==> src/logic/ccs_pkg.sv <==
// charger control/status register bank: shared constants and types
// assumes a 50 MHz core clock and an i2c host on the register pins
package ccs_pkg;
	// i2c target address, value arbitrary
	localparam logic [6:0] I2C_ADDR       = 7'h3A;
	// register offsets
	localparam logic [7:0] OFF_ILIM       = 8'h06;
	localparam logic [7:0] OFF_VLOW       = 8'h07;
	localparam logic [7:0] OFF_LOAD       = 8'h08;
	localparam logic [7:0] OFF_VHIGH      = 8'h09;
	localparam logic [7:0] OFF_CUR        = 8'h0A;
	localparam logic [7:0] OFF_PROT       = 8'h0B;
	localparam logic [7:0] OFF_CTRL       = 8'h0C;
	localparam logic [7:0] OFF_LOOP       = 8'h0D;
	localparam logic [7:0] OFF_STATUS_ONE       = 8'h0E;
	localparam logic [7:0] OFF_STATUS_TWO       = 8'h0F;
	localparam logic [7:0] OFF_INTF       = 8'h10;
	localparam logic [7:0] OFF_MASK       = 8'h11;
	// reset values
	localparam logic [7:0] RST_ILIM       = 8'h12;
	localparam logic [7:0] RST_VHIGH      = 8'h00;
	localparam logic [1:0] RST_VLOW       = 2'h0;
	localparam logic [1:0] RST_CLAMP      = 2'h0;
	localparam logic [1:0] RST_BAT        = 2'h2;
	localparam logic [5:0] RST_PROT       = 6'h1D;
	localparam logic [4:0] RST_MASK       = 5'h00;
	// field positions
	localparam int         LOAD_V_BIT     = 0;
	localparam int         LOAD_I_BIT     = 1;
	localparam int         CTRL_FCLR_BIT  = 0;
	localparam int         CTRL_SRST_BIT  = 2;
	localparam int         PROT_OVP_BIT   = 5;
	localparam int         PROT_UV_BIT    = 4;
	localparam int         PROT_RTR_BIT   = 3;
	localparam int         PROT_INUV_BIT  = 2;
	// output voltage and clamp scaling
	localparam logic [15:0] VOUT_BASE_MV  = 16'h1388;
	localparam logic [15:0] VOUT_STEP_MV  = 16'h000A;
	localparam logic [7:0]  CLAMP_BASE_CD = 8'h06;
	localparam logic [7:0]  CLAMP_STEP_CD = 8'h02;
	// timing
	localparam int          CLK_NS        = 20;
	localparam int          CLK_KHZ       = 50000;
	localparam int          RETRY_MS      = 500;
	localparam int          RETRY_CYC     = CLK_KHZ * RETRY_MS;
	localparam int          INT_PULSE_NS  = 1000;
	localparam logic [7:0]  INT_PULSE_CYC = 8'(INT_PULSE_NS / CLK_NS);

	typedef enum logic [2:0] {
		ST_IDLE   = 3'h0,
		ST_ADDR   = 3'h1,
		ST_AACK   = 3'h3,
		ST_WBYTE  = 3'h2,
		ST_WACK   = 3'h6,
		ST_RBYTE  = 3'h7,
		ST_RACK   = 3'h5
	} ccs_state_t;

	// operating mode from the lower control registers
	typedef struct packed {
		logic discharge;
		logic pass_through;
		logic port_b_direction;
		logic port_c_direction;
		logic feedback_source_select;
		logic termination_disable;
	} ccs_mode_t;

	// detector levels from the analog side
	typedef struct packed {
		logic [3:0] loop_flags;
		logic       over_temp;
		logic       therm_hot;
		logic       therm_cool;
		logic       therm_cold;
		logic       end_of_charge;
		logic       light_load;
		logic       fb_short;
		logic       batt_ov;
		logic       bus_short;
		logic       bus_uv;
		logic       port_c_uv;
		logic       port_b_uv;
		logic       port_a_insert;
		logic       port_b_insert;
	} ccs_sense_t;
endpackage

==> src/logic/ccs_regs.sv <==
// charger control/status register bank behind an i2c target
// assumes scl/sda already synchronous to core_clk; sda is open drain
//
// Functional notes
// RULE_01 - vout is 5 V plus 10 mV per code; vout_mv is 0 while the external divider is selected
// RULE_02 - voltage code staged until voltage load strobe
// RULE_03 - current limit and clamp staged until load
// RULE_04 - write-one strobes act once, read zero
// RULE_05 - clamp field sets minimum input current limit
// RULE_06 - battery current limit field, reset code 10
// RULE_07 - battery overvoltage stops switching when enabled
// RULE_08 - enabled bus undervoltage forces all gates off
// RULE_09 - bus fault latches off, retry every 500 ms
// RULE_10 - input undervoltage clears good flag, gate off
// RULE_11 - soft reset returns registers to defaults
// RULE_12 - fault latch clear releases latched-off state
// RULE_13 - loop status read-only regulation loop flags
// RULE_14 - status one shows thermal and charge flags
// RULE_15 - overvoltage flag shown whatever stop enable is
// RULE_16 - feedback short flagged only with external divider
// RULE_17 - port undervoltage flags only for charging ports
// RULE_18 - bus short flag latched until retry or clear
// RULE_19 - port a insertion always, b when discharging
// RULE_20 - input good only while port is charging
// RULE_21 - rising short/insert edge pulses unmasked interrupt
// RULE_22 - input good toggles pulse unmasked interrupt
// RULE_23 - host reaches registers as i2c target
// RULE_24 - interrupt pulse fixed width, edges merged
`timescale 1ns/1ps
module ccs_regs #(
	parameter int RETRY_CYC = ccs_pkg::RETRY_CYC
) (
	// clock and reset
	input  wire logic               core_clk,
	input  wire logic               reset,
	// i2c pins
	input  wire logic               scl_in,
	input  wire logic               sda_in,
	output logic                    sda_out,
	output logic                    sda_oe,
	// mode and detectors
	input  wire ccs_pkg::ccs_mode_t  mode,
	input  wire ccs_pkg::ccs_sense_t sense,
	// converter controls
	output logic [9:0]              output_voltage_code,
	output logic [15:0]             vout_mv,
	output logic [7:0]              input_current_limit_code,
	output logic [1:0]              battery_current_limit,
	output logic                    switching_stop,
	output logic                    charge_terminate,
	output logic [2:0]              port_gate_force_off,
	// interrupt pin
	output logic                    int_n
);
	ccs_pkg::ccs_state_t state_ff;
	ccs_pkg::ccs_sense_t sense_ff;
	logic       scl_q_ff;
	logic       sda_q_ff;
	logic [7:0] shreg_ff;
	logic [3:0] cnt_ff;
	logic [7:0] ptr_ff;
	logic       first_ff;
	logic       rw_ff;
	logic       nack_ff;
	logic       wr_stb_ff;
	logic [7:0] wr_addr_ff;
	logic [7:0] wr_data_ff;
	logic       srst_ff;
	logic       rst_regs;
	logic [7:0] ilim_stg_ff;
	logic [7:0] vhigh_stg_ff;
	logic [1:0] vlow_stg_ff;
	logic [1:0] clamp_stg_ff;
	logic [1:0] clamp_app_ff;
	logic [7:0] ilim_app_ff;
	logic [9:0] vcode_ff;
	logic [1:0] bat_ff;
	logic [5:0] prot_ff;
	logic [4:0] mask_ff;
	logic       latch_off_ff;
	logic       short_flag_ff;
	logic [31:0] retry_cnt_ff;
	logic [4:0] intf_q_ff;
	logic [7:0] int_cnt_ff;
	logic       int_n_ff;
	logic [15:0] vout_mv_ff;
	logic [7:0] ilim_eff_ff;
	logic       start_c;
	logic       stop_c;
	logic       scl_rise;
	logic       scl_fall;
	logic       wr_v;
	logic       wr_i;
	logic       fclr;
	logic       bus_mode;
	logic       bus_fault;
	logic       uv_gate;
	logic       b_chg;
	logic       c_chg;
	logic       b_good;
	logic       c_good;
	logic       a_ins;
	logic       b_ins;
	logic [4:0] intf;
	logic [4:0] int_ev;
	logic [7:0] min_code;

	// register read decode
	function automatic logic [7:0] rd_mux(input logic [7:0] a);
		case (a)
			ccs_pkg::OFF_ILIM:  rd_mux = ilim_stg_ff;
			ccs_pkg::OFF_VLOW:  rd_mux = {6'h00, vlow_stg_ff};
			ccs_pkg::OFF_VHIGH: rd_mux = vhigh_stg_ff;
			ccs_pkg::OFF_CUR:   rd_mux = {4'h0, clamp_stg_ff, bat_ff};
			ccs_pkg::OFF_PROT:  rd_mux = {2'h0, prot_ff};
			ccs_pkg::OFF_LOOP:  rd_mux = {4'h0, sense_ff.loop_flags}; // [RULE_13]
			ccs_pkg::OFF_STATUS_ONE:  rd_mux = {2'h0, sense_ff.over_temp, sense_ff.therm_hot, // [RULE_14]
			                              sense_ff.therm_cool, sense_ff.therm_cold,
			                              sense_ff.end_of_charge, sense_ff.light_load};
			ccs_pkg::OFF_STATUS_TWO:  rd_mux = {1'h0, sense_ff.fb_short & mode.feedback_source_select, // [RULE_16]
			                              sense_ff.batt_ov, 3'h0, // [RULE_15]
			                              sense_ff.port_c_uv & c_chg, sense_ff.port_b_uv & b_chg}; // [RULE_17]
			ccs_pkg::OFF_INTF:  rd_mux = {3'h0, intf};
			ccs_pkg::OFF_MASK:  rd_mux = {3'h0, mask_ff};
			default:            rd_mux = 8'h00; // strobes read zero [RULE_04]
		endcase
	endfunction

	// pin conditions
	assign start_c  = scl_in & scl_q_ff & sda_q_ff & ~sda_in;
	assign stop_c   = scl_in & scl_q_ff & ~sda_q_ff & sda_in;
	assign scl_rise = scl_in & ~scl_q_ff;
	assign scl_fall = ~scl_in & scl_q_ff;

	always_ff @(posedge core_clk) begin
		if (reset) begin
			scl_q_ff <= 1'b1;
			sda_q_ff <= 1'b1;
		end else begin
			scl_q_ff <= scl_in;
			sda_q_ff <= sda_in;
		end
	end

	// i2c target protocol engine
	always_ff @(posedge core_clk) begin
		if (reset) begin
			state_ff   <= ccs_pkg::ST_IDLE;
			shreg_ff   <= 8'h00;
			cnt_ff     <= 4'h0;
			ptr_ff     <= 8'h00;
			first_ff   <= 1'b0;
			rw_ff      <= 1'b0;
			nack_ff    <= 1'b0;
			wr_stb_ff  <= 1'b0;
			wr_addr_ff <= 8'h00;
			wr_data_ff <= 8'h00;
		end else begin
			wr_stb_ff <= 1'b0;
			if (start_c) begin // [RULE_23]
				state_ff <= ccs_pkg::ST_ADDR;
				cnt_ff   <= 4'h0;
			end else if (stop_c) begin
				state_ff <= ccs_pkg::ST_IDLE;
			end else begin
				case (state_ff)
					ccs_pkg::ST_ADDR, ccs_pkg::ST_WBYTE: begin
						if (scl_rise && cnt_ff != 4'h8) begin
							shreg_ff <= {shreg_ff[6:0], sda_in};
							cnt_ff   <= cnt_ff + 4'h1;
						end else if (scl_fall && cnt_ff == 4'h8) begin
							if (state_ff == ccs_pkg::ST_ADDR) begin
								if (shreg_ff[7:1] == ccs_pkg::I2C_ADDR) begin
									state_ff <= ccs_pkg::ST_AACK;
									rw_ff    <= shreg_ff[0];
									first_ff <= 1'b1;
								end else begin
									state_ff <= ccs_pkg::ST_IDLE;
								end
							end else begin
								state_ff <= ccs_pkg::ST_WACK;
								first_ff <= 1'b0;
								if (first_ff) begin
									ptr_ff <= shreg_ff;
								end else begin
									wr_stb_ff  <= 1'b1;
									wr_addr_ff <= ptr_ff;
									wr_data_ff <= shreg_ff;
									ptr_ff     <= ptr_ff + 8'h01;
								end
							end
						end
					end
					ccs_pkg::ST_AACK, ccs_pkg::ST_WACK: begin
						if (scl_fall) begin
							cnt_ff <= 4'h0;
							if (state_ff == ccs_pkg::ST_AACK && rw_ff) begin
								state_ff <= ccs_pkg::ST_RBYTE;
								shreg_ff <= rd_mux(ptr_ff);
								ptr_ff   <= ptr_ff + 8'h01;
							end else begin
								state_ff <= ccs_pkg::ST_WBYTE;
							end
						end
					end
					ccs_pkg::ST_RBYTE: begin
						if (scl_fall) begin
							if (cnt_ff == 4'h7) begin
								state_ff <= ccs_pkg::ST_RACK;
								cnt_ff   <= 4'h0;
							end else begin
								shreg_ff <= {shreg_ff[6:0], 1'b0};
								cnt_ff   <= cnt_ff + 4'h1;
							end
						end
					end
					ccs_pkg::ST_RACK: begin
						if (scl_rise) begin
							nack_ff <= sda_in;
						end else if (scl_fall) begin
							if (nack_ff) begin
								state_ff <= ccs_pkg::ST_IDLE;
							end else begin
								state_ff <= ccs_pkg::ST_RBYTE;
								shreg_ff <= rd_mux(ptr_ff);
								ptr_ff   <= ptr_ff + 8'h01;
							end
						end
					end
					default: state_ff <= ccs_pkg::ST_IDLE;
				endcase
			end
		end
	end

	assign sda_out = 1'b0;
	assign sda_oe  = (state_ff == ccs_pkg::ST_AACK) || (state_ff == ccs_pkg::ST_WACK) ||
	                 ((state_ff == ccs_pkg::ST_RBYTE) && !shreg_ff[7]);

	// write strobe decode, never stored [RULE_04]
	assign wr_v = wr_stb_ff && wr_addr_ff == ccs_pkg::OFF_LOAD && wr_data_ff[ccs_pkg::LOAD_V_BIT];
	assign wr_i = wr_stb_ff && wr_addr_ff == ccs_pkg::OFF_LOAD && wr_data_ff[ccs_pkg::LOAD_I_BIT];
	assign fclr = wr_stb_ff && wr_addr_ff == ccs_pkg::OFF_CTRL && wr_data_ff[ccs_pkg::CTRL_FCLR_BIT];

	// soft reset one cycle after the write [RULE_11]
	always_ff @(posedge core_clk) begin
		if (reset) begin
			srst_ff <= 1'b0;
		end else begin
			srst_ff <= wr_stb_ff && wr_addr_ff == ccs_pkg::OFF_CTRL && wr_data_ff[ccs_pkg::CTRL_SRST_BIT];
		end
	end
	assign rst_regs = reset | srst_ff; // [RULE_11]

	// staging and plain registers
	always_ff @(posedge core_clk) begin
		if (rst_regs) begin
			ilim_stg_ff  <= ccs_pkg::RST_ILIM;
			vhigh_stg_ff <= ccs_pkg::RST_VHIGH;
			vlow_stg_ff  <= ccs_pkg::RST_VLOW;
			clamp_stg_ff <= ccs_pkg::RST_CLAMP; // [RULE_05]
			bat_ff       <= ccs_pkg::RST_BAT; // [RULE_06]
			prot_ff      <= ccs_pkg::RST_PROT;
			mask_ff      <= ccs_pkg::RST_MASK; // [RULE_21]
		end else if (wr_stb_ff) begin
			case (wr_addr_ff)
				ccs_pkg::OFF_ILIM:  ilim_stg_ff  <= wr_data_ff;
				ccs_pkg::OFF_VHIGH: vhigh_stg_ff <= wr_data_ff;
				ccs_pkg::OFF_VLOW:  vlow_stg_ff  <= wr_data_ff[1:0];
				ccs_pkg::OFF_CUR: begin
					clamp_stg_ff <= wr_data_ff[3:2];
					bat_ff       <= wr_data_ff[1:0];
				end
				ccs_pkg::OFF_PROT:  prot_ff      <= wr_data_ff[5:0];
				ccs_pkg::OFF_MASK:  mask_ff      <= wr_data_ff[4:0];
				default: ;
			endcase
		end
	end

	// applied copies, updated only by load strobes
	always_ff @(posedge core_clk) begin
		if (rst_regs) begin
			vcode_ff     <= {ccs_pkg::RST_VHIGH, ccs_pkg::RST_VLOW};
			ilim_app_ff  <= ccs_pkg::RST_ILIM;
			clamp_app_ff <= ccs_pkg::RST_CLAMP;
		end else begin
			if (wr_v) begin
				vcode_ff <= {vhigh_stg_ff, vlow_stg_ff}; // [RULE_02]
			end
			if (wr_i) begin
				ilim_app_ff  <= ilim_stg_ff; // [RULE_03]
				clamp_app_ff <= clamp_stg_ff;
			end
		end
	end

	// converter setpoints
	assign min_code = ccs_pkg::CLAMP_BASE_CD + 8'(clamp_app_ff) * ccs_pkg::CLAMP_STEP_CD;
	always_ff @(posedge core_clk) begin
		if (rst_regs) begin
			vout_mv_ff  <= ccs_pkg::VOUT_BASE_MV;
			ilim_eff_ff <= ccs_pkg::RST_ILIM;
		end else begin
			vout_mv_ff  <= mode.feedback_source_select ? 16'h0000 : // [RULE_01]
			               ccs_pkg::VOUT_BASE_MV + 16'(vcode_ff) * ccs_pkg::VOUT_STEP_MV;
			ilim_eff_ff <= (ilim_app_ff < min_code) ? min_code : ilim_app_ff; // [RULE_05]
		end
	end

	// detector sampling
	always_ff @(posedge core_clk) begin
		if (reset) begin
			sense_ff <= '0;
		end else begin
			sense_ff <= sense;
		end
	end

	// bus fault protection
	assign bus_mode  = mode.discharge | mode.pass_through;
	assign uv_gate   = sense_ff.bus_uv & prot_ff[ccs_pkg::PROT_UV_BIT]; // [RULE_08]
	assign bus_fault = bus_mode & (sense_ff.bus_short | uv_gate); // [RULE_09]
	always_ff @(posedge core_clk) begin
		if (rst_regs) begin
			latch_off_ff  <= 1'b0;
			short_flag_ff <= 1'b0;
			retry_cnt_ff  <= 32'h0;
		end else begin
			if (bus_fault || uv_gate) begin
				latch_off_ff <= 1'b1; // set wins over clear [RULE_08]
				retry_cnt_ff <= 32'h0;
			end else if (fclr) begin
				latch_off_ff <= 1'b0; // [RULE_12]
				retry_cnt_ff <= 32'h0;
			end else if (latch_off_ff && prot_ff[ccs_pkg::PROT_RTR_BIT]) begin
				if (retry_cnt_ff == 32'(RETRY_CYC - 1)) begin
					latch_off_ff <= 1'b0; // [RULE_09]
					retry_cnt_ff <= 32'h0;
				end else begin
					retry_cnt_ff <= retry_cnt_ff + 32'h1;
				end
			end
			if (bus_fault) begin
				short_flag_ff <= 1'b1; // [RULE_18]
			end else if (fclr || (latch_off_ff && prot_ff[ccs_pkg::PROT_RTR_BIT] &&
			             retry_cnt_ff == 32'(RETRY_CYC - 1))) begin
				short_flag_ff <= 1'b0; // [RULE_18]
			end
		end
	end

	// port status
	assign b_chg  = ~mode.port_b_direction;
	assign c_chg  = ~mode.port_c_direction;
	assign b_good = b_chg & ~(sense_ff.port_b_uv & prot_ff[ccs_pkg::PROT_INUV_BIT]); // [RULE_20]
	assign c_good = c_chg & ~(sense_ff.port_c_uv & prot_ff[ccs_pkg::PROT_INUV_BIT]); // [RULE_10]
	assign a_ins  = sense_ff.port_a_insert; // [RULE_19]
	assign b_ins  = sense_ff.port_b_insert & mode.port_b_direction; // [RULE_19]
	assign intf   = {short_flag_ff, b_ins, a_ins, c_good, b_good};

	// interrupt edges and pulse
	assign int_ev = {intf[4:2] & ~intf_q_ff[4:2], intf[1:0] ^ intf_q_ff[1:0]} & ~mask_ff; // [RULE_21] [RULE_22]
	always_ff @(posedge core_clk) begin
		if (rst_regs) begin
			intf_q_ff  <= intf; // no false edge after reset
			int_cnt_ff <= 8'h00;
			int_n_ff   <= 1'b1;
		end else begin
			intf_q_ff <= intf;
			if (int_cnt_ff != 8'h00) begin
				int_cnt_ff <= int_cnt_ff - 8'h01; // edges merged [RULE_24]
			end else if (|int_ev) begin
				int_cnt_ff <= ccs_pkg::INT_PULSE_CYC;
			end
			int_n_ff <= !(((|int_ev) && int_cnt_ff == 8'h00) || int_cnt_ff > 8'h01); // [RULE_24]
		end
	end

	// outputs
	assign output_voltage_code      = vcode_ff;
	assign vout_mv                  = vout_mv_ff;
	assign input_current_limit_code = ilim_eff_ff;
	assign battery_current_limit    = bat_ff; // [RULE_06]
	assign switching_stop           = sense_ff.batt_ov & prot_ff[ccs_pkg::PROT_OVP_BIT]; // [RULE_07]
	assign charge_terminate         = sense_ff.end_of_charge & ~mode.termination_disable; // [RULE_14]
	assign port_gate_force_off[0]   = latch_off_ff; // [RULE_09]
	assign port_gate_force_off[1]   = latch_off_ff | (b_chg & ~b_good); // [RULE_10]
	assign port_gate_force_off[2]   = latch_off_ff | (c_chg & ~c_good); // [RULE_10]
	assign int_n                    = int_n_ff;
endmodule

==> config.mk <==
export PLATFORM = sky130hd
export DESIGN_NAME = ccs_regs
export DESIGN_NICKNAME = d
export VERILOG_FILES = /design/src/logic/ccs_pkg.sv /design/src/logic/ccs_regs.sv
export SDC_FILE = /design/constraint.sdc
export NUM_CORES = 1
export LEC_CHECK = 0
export BUFFER_PORTS_ARGS = -buffer_cell sky130_fd_sc_hd__buf_2
export CORE_AREA = 3 3 127 129
export CTS_BUF_LIST = sky130_fd_sc_hd__clkbuf_4
export CTS_CLUSTER_DIAMETER = 200
export DETAILED_ROUTE_END_ITERATION = 12
export DIE_AREA = 0 0 130 132
export PLACE_DENSITY = 0.79
export SKIP_LAST_GASP = 1
export SYNTH_ARGS = -nofsm -noshare
export SYNTH_HDL_FRONTEND = slang
export SYNTH_SLANG_ARGS = --single-unit
==> constraint.sdc <==
create_clock -name core_clk -period 5.5 [get_ports core_clk]
set_clock_uncertainty 0.1 [all_clocks]
set_input_delay 0 -clock core_clk [delete_from_list [all_inputs] [get_ports core_clk]]
set_output_delay 0 -clock core_clk [all_outputs]
set_load 0.01 [all_outputs]
# Word level (Yosys, flattened, before mapping)
# Index checks and enable logic that the tools add are counted.
# op_classes
n_addsub	6
mul	1
order_cmp	2
eq_ne	49
n_mux	53
bitwise	49
reduce_logical	53
# ops
cell	count
$mux 8	20
$eq 8x4->1 const B	11
$pmux 8 s10	1
$add 32x1->32 const B	1
$eq 32x25->1 const B	1
$eq 8x3->1 const B	4
$mux 32	1
$ne 4x4->1 const B	8
$pmux 8 s4	1
$mux 3	10
$reduce_and 7->1	4
$eq 8x5->1 const B	3
$ne 2x2->1 const B	12
$pmux 8 s3	1
$reduce_and 11->1	2
$and 1x1->1	21
$not 1->1	18
$mux 4	4
$add 13x14->15 const A	1
$reduce_and 2->1	7
$logic_and 1x1->1	13
$mul 10x3->13 const B	1
$mux 13	1
$pmux 3 s4	1
other kinds (36)	66
# totals
regBits	188
wordCells	261

# Logic depth before layout (Yosys ltp)
# Gate-level depths: netlist of run 1.
# depth
word_depth	9
mapped_depth	10
ltp_nobuf	10

# Worst setup path before layout of run 1
# OpenSTA, ideal clock, no wires.
# synth_path
path_type	register to register
start	register vcode_ff[3], in the netlist output_voltage_code[3]
end	register vout_mv_ff[12], in the netlist vout_mv[12]
setup_ps	120
t_arrival_ps	2427
path_slack_ps	2853
path_stages_with_launch	11
period_less_slack_ps	2647
path_cell_list	dfxtp_1 ha_1 ha_1 inv_1 fa_1 nor2b_1 o22ai_1 xnor2_1 nor4_2 or2_1 a211o_1
# synth_via
elab_chain_len	3
# synth_lines
item	line	text
start, declared	ccs_regs.sv:76	logic [9:0] vcode_ff;
start signal, assigned	ccs_regs.sv:284	vcode_ff <= {ccs_pkg::RST_VHIGH, ccs_pkg::RST_VLOW};
start signal, assigned	ccs_regs.sv:289	vcode_ff <= {vhigh_stg_ff, vlow_stg_ff};
$mul 10x3->13	ccs_regs.sv:306	ccs_pkg::VOUT_BASE_MV + 16'(vcode_ff) * ccs_pkg::VOUT_STEP_MV;
$add 13x14->15	ccs_regs.sv:306	
$mux 13	ccs_regs.sv:305	vout_mv_ff <= mode.feedback_source_select ? 16'h0000 :
end signal, assigned	ccs_regs.sv:302	vout_mv_ff <= ccs_pkg::VOUT_BASE_MV;
end signal, assigned	ccs_regs.sv:305	
end, declared	ccs_regs.sv:86	logic [15:0] vout_mv_ff;
# Every way passes these cells.
# A chain may end at the register's enable or synchronous reset.

# Final worst setup path of run 1
# Same ends and word-level chain as after synthesis.

==> results.tsv, run 1 <==
metric	value	unit
first-pass GRT wire length	33.8	mm
H-tree depth	4	
max-slew violations	0	
Die Wd	130	um
CTS Buffer Depth	2	
Synth Warn #	0	
Antenna Cells	0	
io pins	72	
Post-synth EDFFs	0	
Min Clock Period, post-route	2.83	ns
status	finished, final reports clean	
CTS resizes	0	
CP most frequent cell	ha_1	
most common cell after layout, fill and taps aside	dfxtp_1	
Crit-path slowest cell	fa_1	
# setup viols final	0	
Max Fclk	0.353	GHz
unrepaired setup endpoints after global routing	no	
clk root buf	clkbuf_4	
drt via density	5.79	
setup TNS	0	ns
endpoints failing hold	0	
Final Instance Area	10100	um2
Crit. End Element	flop	
Worst Path Max Fanout	5	
clock-pin slew on the worst setup and hold paths	0.14	ns
total clock sinks	187	
Starting Density	0.594	
die area	17200	um2
Slew Limit Headroom	0.195	
syn_area_per_cell	8.82	um2
Synth Area in XOR/XNOR	0.0468	
gr ovfl total	0	
final wirelength	20.5	mm
startpoint types	flop	
Clk pwr share	0.327	
Buf+Inv Stages, Crit Path	1	
Routed WL per cell	15.7	um
combinational share of power	0.119	
via count	7567	
fin crit share	0.515	
Synth Area in Adders	0.0440	
initial DRC count	511	
Int Pwr	1.96	mW
most frequent cells in the layout	dfxtp_1 (187), nor2_1 (129), nand2_1 (97)	
crit path kind	reg2reg	
Critical Path Max Stage Delay	0.40	ns
worst skew pair latency	0.57	ns
Core Region	15100	um2
Syn Inst Count	1019	
Post-route DRC	0	
initial antenna violation count	1	
TritonCTS clock tree	done	
DIE HEIGHT	132	um
Cell variety after synth	81	
cts bufs inserted	17	
GPL Wtd Cong	0.888	
sw frac	0.258	
layout cells sized above 1	0.117	
Hold Path Class	in2reg	
crit path cell chain	ha_1 -> ha_1 -> inv_1 -> fa_1 -> nor2b_1 -> o22ai_1 -> xnor2_1 -> nor4_2 -> or2_1 -> a211o_1	
sequential-to-total area share from yosys stat	0.416	
port bufs	68	
leakage	4.07	nW
max_cap viols	0	
Synth Register Bits	187	
Post-CTS Setup Bufs	0	
Sequential Power Share	0.553	
DPL Wire Length	14.2	mm
NetSw	0.680	mW
Simple-Gate Fraction of Synth Area	0.245	
ANT nets after route	0	
post-synthesis mux area share	0.0727	
Synth Flop Type	dfxtp_1	
via count of the first global-routing pass	6931	
pin count of the biggest net entering global routing	64	
Max IR drop VDD	245	uV
GRT Util Overall	0.240	
post-synthesis cell area	8990	um2
Area Growth Syn to Fin	12.7	%
arrival time worst endpoint	3.20	ns
flop-to-flop setup slack	2.67	ns
Cell Pwr Density	260	nW/um2
Critical Path RT	5.87	ns
# nets final	1165	
Overall Power	2.64	mW
CP top delay family	adder cells	
measured slew at the worst slew-check pin	1.20	ns
router iterations before antenna repair	5	
largest family of logic cells by synthesized area	simple AND/OR/NAND/NOR gates	
ys async rst share	0	
Compound-Gate Fraction of Synth Area	0.136	
DP Area	9350	um2
row count	45	
final timing paths:
kind / depth (start not counted) / startpoint / to
setup / recovery: 10 / output_voltage_code[3] / vout_mv[12]
hold / removal: 3 / mode[3] / intf_q_ff[0]
setup reg to reg: 10 / output_voltage_code[3] / vout_mv[12]
hold reg to reg: 0 / a_ins / intf_q_ff[2]
state kept, by name, summed over array words and instances, names as in the netlist, 8 cells and up:
name,count
sense_ff,17
input_current_limit_code,8
wr_addr_ff,8
wr_data_ff,8
ilim_stg_ff,8
int_cnt_ff,8
output_voltage_code,10
vhigh_stg_ff,8
retry_cnt_ff,32
ilim_app_ff,8
ptr_ff,8
shreg_ff,8
vout_mv,14
Yosys cell counts (9+ instances only):
cell	instances	area, um2
ha_1	30	375
dfxtp_1	187	3740
nor3_1	20	100
nand3_1	30	150
nor2b_1	36	225
xnor2_1	26	228
mux2i_1	63	631
o21ai_0	37	185
and2_1	11	68.8
a211oi_1	12	90.1
inv_1	24	90.1
nor2_1	129	484
and3_1	15	93.8
xor2_1	22	193
nor4_1	13	81.3
nand2b_1	9	56.3
nand2_1	97	364
clkbuf_1	20	75.1
a21oi_1	56	280
buf_2	16	80.1
buf_4	12	90.1
worst register-to-register path, stage by stage (launching register included):
cell	delay [ns]
dfxtp_1	0.37
ha_1	0.29
ha_1	0.18
inv_1	0.07
fa_1	0.40
nor2b_1	0.17
o22ai_1	0.11
xnor2_1	0.39
nor4_2	0.14
or2_1	0.26
a211o_1	0.26
power by group through the flow:
stage | Combinational, mW | Sequential, mW | Clock, mW
6_report | 0.315 | 1.46 | 0.863
5_1_grt | 0.354 | 1.47 | 0.925
4_1_cts | 0.311 | 1.46 | 0.881
3_5_place_dp | 0.286 | 1.49 | 0
3_3_place_gp | 0.281 | 1.49 | 0
2_1_floorplan | 0.239 | 1.47 | 0
metrics by stage:
step	hold slack, ns	setup slack [ns]	std cells	util
2_1_floorplan	-0.0536	2.85	1021	-
5_1_grt	0.0578	2.40	1307	0.669
4_1_cts	0.0483	2.69	1307	0.669
3_3_place_gp	0.110	2.78	1231	0.617
6_report	0.0928	2.67	1307	0.669
3_5_place_dp	0.112	2.70	1231	0.617
area by class of cell:
type                       instances  area [um2]
fill                            1261        5010
multi-input combinational        760        4910
sequential                       187        3740
timing repair buffer             116         811
tap                              188         235
clock inverter                    13         199
clock buffer                      19         143
inverter                          24        90.1
per-layer routing:
layer	global-route usage	wire length, um	vias to the layer above	part of all wire
li1	-	-	3744	-
met1	0.338	9420	3522	0.46
met2	0.363	9370	260	0.46
met3	0.0502	1290	39	0.063
met4	0.0872	409	2	0.020
met5	0	20	-	0.00098
repair_timing:
item	in CTS	in global routing
hold buffers	44	0
endpoints found under the setup margin	0	0
hold endpoints to repair	78	0
logic make-up (layout without fill, tap and decap cells):
family / Yosys count / in the layout
buffers and inverters: 74 / 172
XOR/XNOR: 48 / 48
flip-flops: 187 / 187
AO/OA/AOI/OAI: 185 / 185
multiplexers: 65 / 65
AND/OR/NAND/NOR: 428 / 428
other: 1 / 3
adder cells (fa/ha/maj): 31 / 31
Note: power is estimated with default switching activity, not from simulation.
==> inputs of run 2 (changes only) <==
--- a/config.mk
+++ b/config.mk
@@ -6,12 +6,12 @@
 export NUM_CORES = 1
 export LEC_CHECK = 0
 export BUFFER_PORTS_ARGS = -buffer_cell sky130_fd_sc_hd__buf_2
-export CORE_AREA = 3 3 127 129
+export CORE_AREA = 3 3 131 133
 export CTS_BUF_LIST = sky130_fd_sc_hd__clkbuf_4
 export CTS_CLUSTER_DIAMETER = 200
 export DETAILED_ROUTE_END_ITERATION = 12
-export DIE_AREA = 0 0 130 132
-export PLACE_DENSITY = 0.79
+export DIE_AREA = 0 0 134 136
+export PLACE_DENSITY = 0.77
 export SKIP_LAST_GASP = 1
 export SYNTH_ARGS = -nofsm -noshare
 export SYNTH_HDL_FRONTEND = slang
==> constraint.sdc (replaced) <==
create_clock -name core_clk -period 2.6 [get_ports core_clk]
set_clock_uncertainty 0.1 [all_clocks]
set_input_delay 0 -clock core_clk [delete_from_list [all_inputs] [get_ports core_clk]]
set_output_delay 0 -clock core_clk [all_outputs]
set_load 0.01 [all_outputs]
==> results.tsv, run 2 (synthesis results as in run 1) <==
metric	value	unit
flop-to-flop setup slack	-0.07	ns
CP top delay family	adder cells	
Sequential Power Share	0.563	
Crit-path slowest cell	fa_2	
NetSw	1.51	mW
io pins	72	
port bufs	68	
Clk pwr share	0.307	
router iterations before antenna repair	6	
status	finished with violations	
Hold Path Stages	3	
most common cell after layout, fill and taps aside	dfxtp_1	
startpoint types	flop	
crit path cell chain	ha_4 -> ha_4 -> inv_2 -> fa_2 -> nor2b_2 -> o2111a_2 -> or3_4 -> nand4b_1 -> or2_1 -> a211o_1	
Cell Pwr Density	510	nW/um2
crit path kind	reg2reg	
Worst Hold Launch	mode[3]	
H-tree depth	4	
initial DRC count	636	
reg2reg path depth	10	
most frequent cells in the layout	dfxtp_1 (183), nor2_1 (128), nand2_1 (97)	
unrepaired setup endpoints after global routing	yes	
cts bufs inserted	17	
GRT Util Overall	0.235	
DPL Wire Length	14.9	mm
via count of the first global-routing pass	7048	
area of the multi-input gates	5040	um2
Overall Power	5.48	mW
layout cells sized above 1	0.175	
Slew Limit Headroom	0.602	
reg2reg start	output_voltage_code[3]	
TritonCTS clock tree	done	
FILL cells	1287	
sw frac	0.276	
CTS Buffer Depth	2	
drt via density	5.58	
PnR worst setup slack	-0.0684	ns
Routed WL per cell	15.6	um
Core Region	15900	um2
Int Pwr	3.96	mW
Critical Path Max Stage Delay	0.39	ns
Sequential Area	3750	um2
gr ovfl total	0	
Crit Reg-Reg Endpoint	vout_mv[12]	
Area Growth Syn to Fin	19.4	%
GPL Wtd Cong	0.850	
Starting Density	0.564	
Min Clock Period, post-route	2.67	ns
total clock sinks	187	
Post-route DRC	0	
initial antenna violation count	1	
DIE HEIGHT	136	um
Worst Path Max Fanout	4	
Hold Path Class	in2reg	
via count	7773	
first-pass GRT wire length	34.7	mm
final cell count without fillers	1392	
failing checks	negative setup slack	
clk root buf	clkbuf_4	
worst skew pair latency	0.61	ns
# nets final	1222	
# setup viols final	1	
max_cap viols	0	
CP most frequent cell	ha_4	
die area	18200	um2
Critical Path RT	2.99	ns
measured slew at the worst slew-check pin	0.596	ns
ANT nets after route	0	
Max IR drop VDD	260	uV
Final Util	0.673	
max reg flops	32	
combinational share of power	0.130	
Crit. End Element	flop	
Max Fclk	0.375	GHz
row count	46	
clock-pin slew on the worst setup and hold paths	0.15	ns
arrival time worst endpoint	3.06	ns
endpoints failing hold	0	
final wirelength	21.7	mm
max-slew violations	0	
fin crit share	1.03	
most flop-heavy register	retry_cnt_ff	
# placed instances	1302	
leakage	4.35	nW
Die Wd	134	um
pin count of the biggest net entering global routing	58	
Buf+Inv Stages, Crit Path	1	
Hold Path End	intf_q_ff[0]	
## run 2: cell types whose count changed in the layout (fill, tap and decap cells not counted), moves of 3 or more
cell           delta
ha_4              +4
dfxtp_1           -4
ha_1              -5
clkinvlp_4        -3
dfxtp_2           +4
buf_4            +47
dlygate4sd3_1     +8
## run 2: power by group through the flow
stage	logic [mW]	registers, mW	clock network (mW)
floorplan	0.506	3.11	0
global placement	0.631	3.14	0
detailed placement	0.645	3.14	0
CTS	0.706	3.08	1.70
global route	0.805	3.10	1.81
finish	0.714	3.08	1.68
## run 2: worst max-delay path by stage
| stage | startpoint | end | slack (ns) | cells after the start |
|---|---|---|---|---|
| 3_5_place_dp | output_voltage_code[3] | vout_mv[12] | -0.07 | 10 |
| 5_1_grt | output_voltage_code[3] | vout_mv[12] | -0.15 | 10 |
| 4_1_cts | output_voltage_code[3] | vout_mv[12] | -0.01 | 10 |
| 3_3_place_gp | output_voltage_code[3] | vout_mv[12] | 0.002 | 10 |
| 2_1_floorplan | output_voltage_code[3] | vout_mv[11] | 0.03 | 10 |
| 6_report | output_voltage_code[3] | vout_mv[12] | -0.07 | 10 |
## run 2: worst register-to-register path, cell delays in order (launching register included)
cell	delay [ns]
dfxtp_2	0.37
ha_4	0.28
ha_4	0.13
inv_2	0.04
fa_2	0.39
nor2b_2	0.15
o2111a_2	0.28
or3_4	0.14
nand4b_1	0.13
or2_1	0.27
a211o_1	0.29
## run 2: metal layers
layer / track usage / vias up / part of all wire
met5: 0 / - / 0
met4: 0.0834 / 0 / 0.021
met2: 0.390 / 238 / 0.47
met1: 0.309 / 3621 / 0.45
met3: 0.0418 / 42 / 0.054
li1: - / 3872 / -
## run 2: cell type report
type / instances / area share
clock inverter: 14 / 0.0157
multi-input combinational: 760 / 0.470
tap: 216 / 0.0252
timing repair buffer: 173 / 0.120
clock buffer: 17 / 0.0119
inverter: 24 / 0.00839
sequential: 187 / 0.349
antenna: 1 / 0.000233
## run 2: what timing repair did
action,in CTS,in global routing
endpoints found under the hold margin,110,0
gates resized for setup,12,17
setup buffers,0,6
setup endpoints to repair,4,6
hold buffers,52,0
pin swaps,1,10
## run 2: per-stage QoR
stage,hold slack [ns],area (um2),worst slack [ns],TNS (ns)
after detailed placement,0.113,9740,-0.0665,-0.180
after global routing,0.0615,10700,-0.149,-0.395
after global placement,0.109,9740,0.00190,0
after floorplan,-0.0536,9000,0.0260,0
final,0.0473,10700,-0.0684,-0.0684
after CTS,0.0156,10600,-0.0100,-0.0100
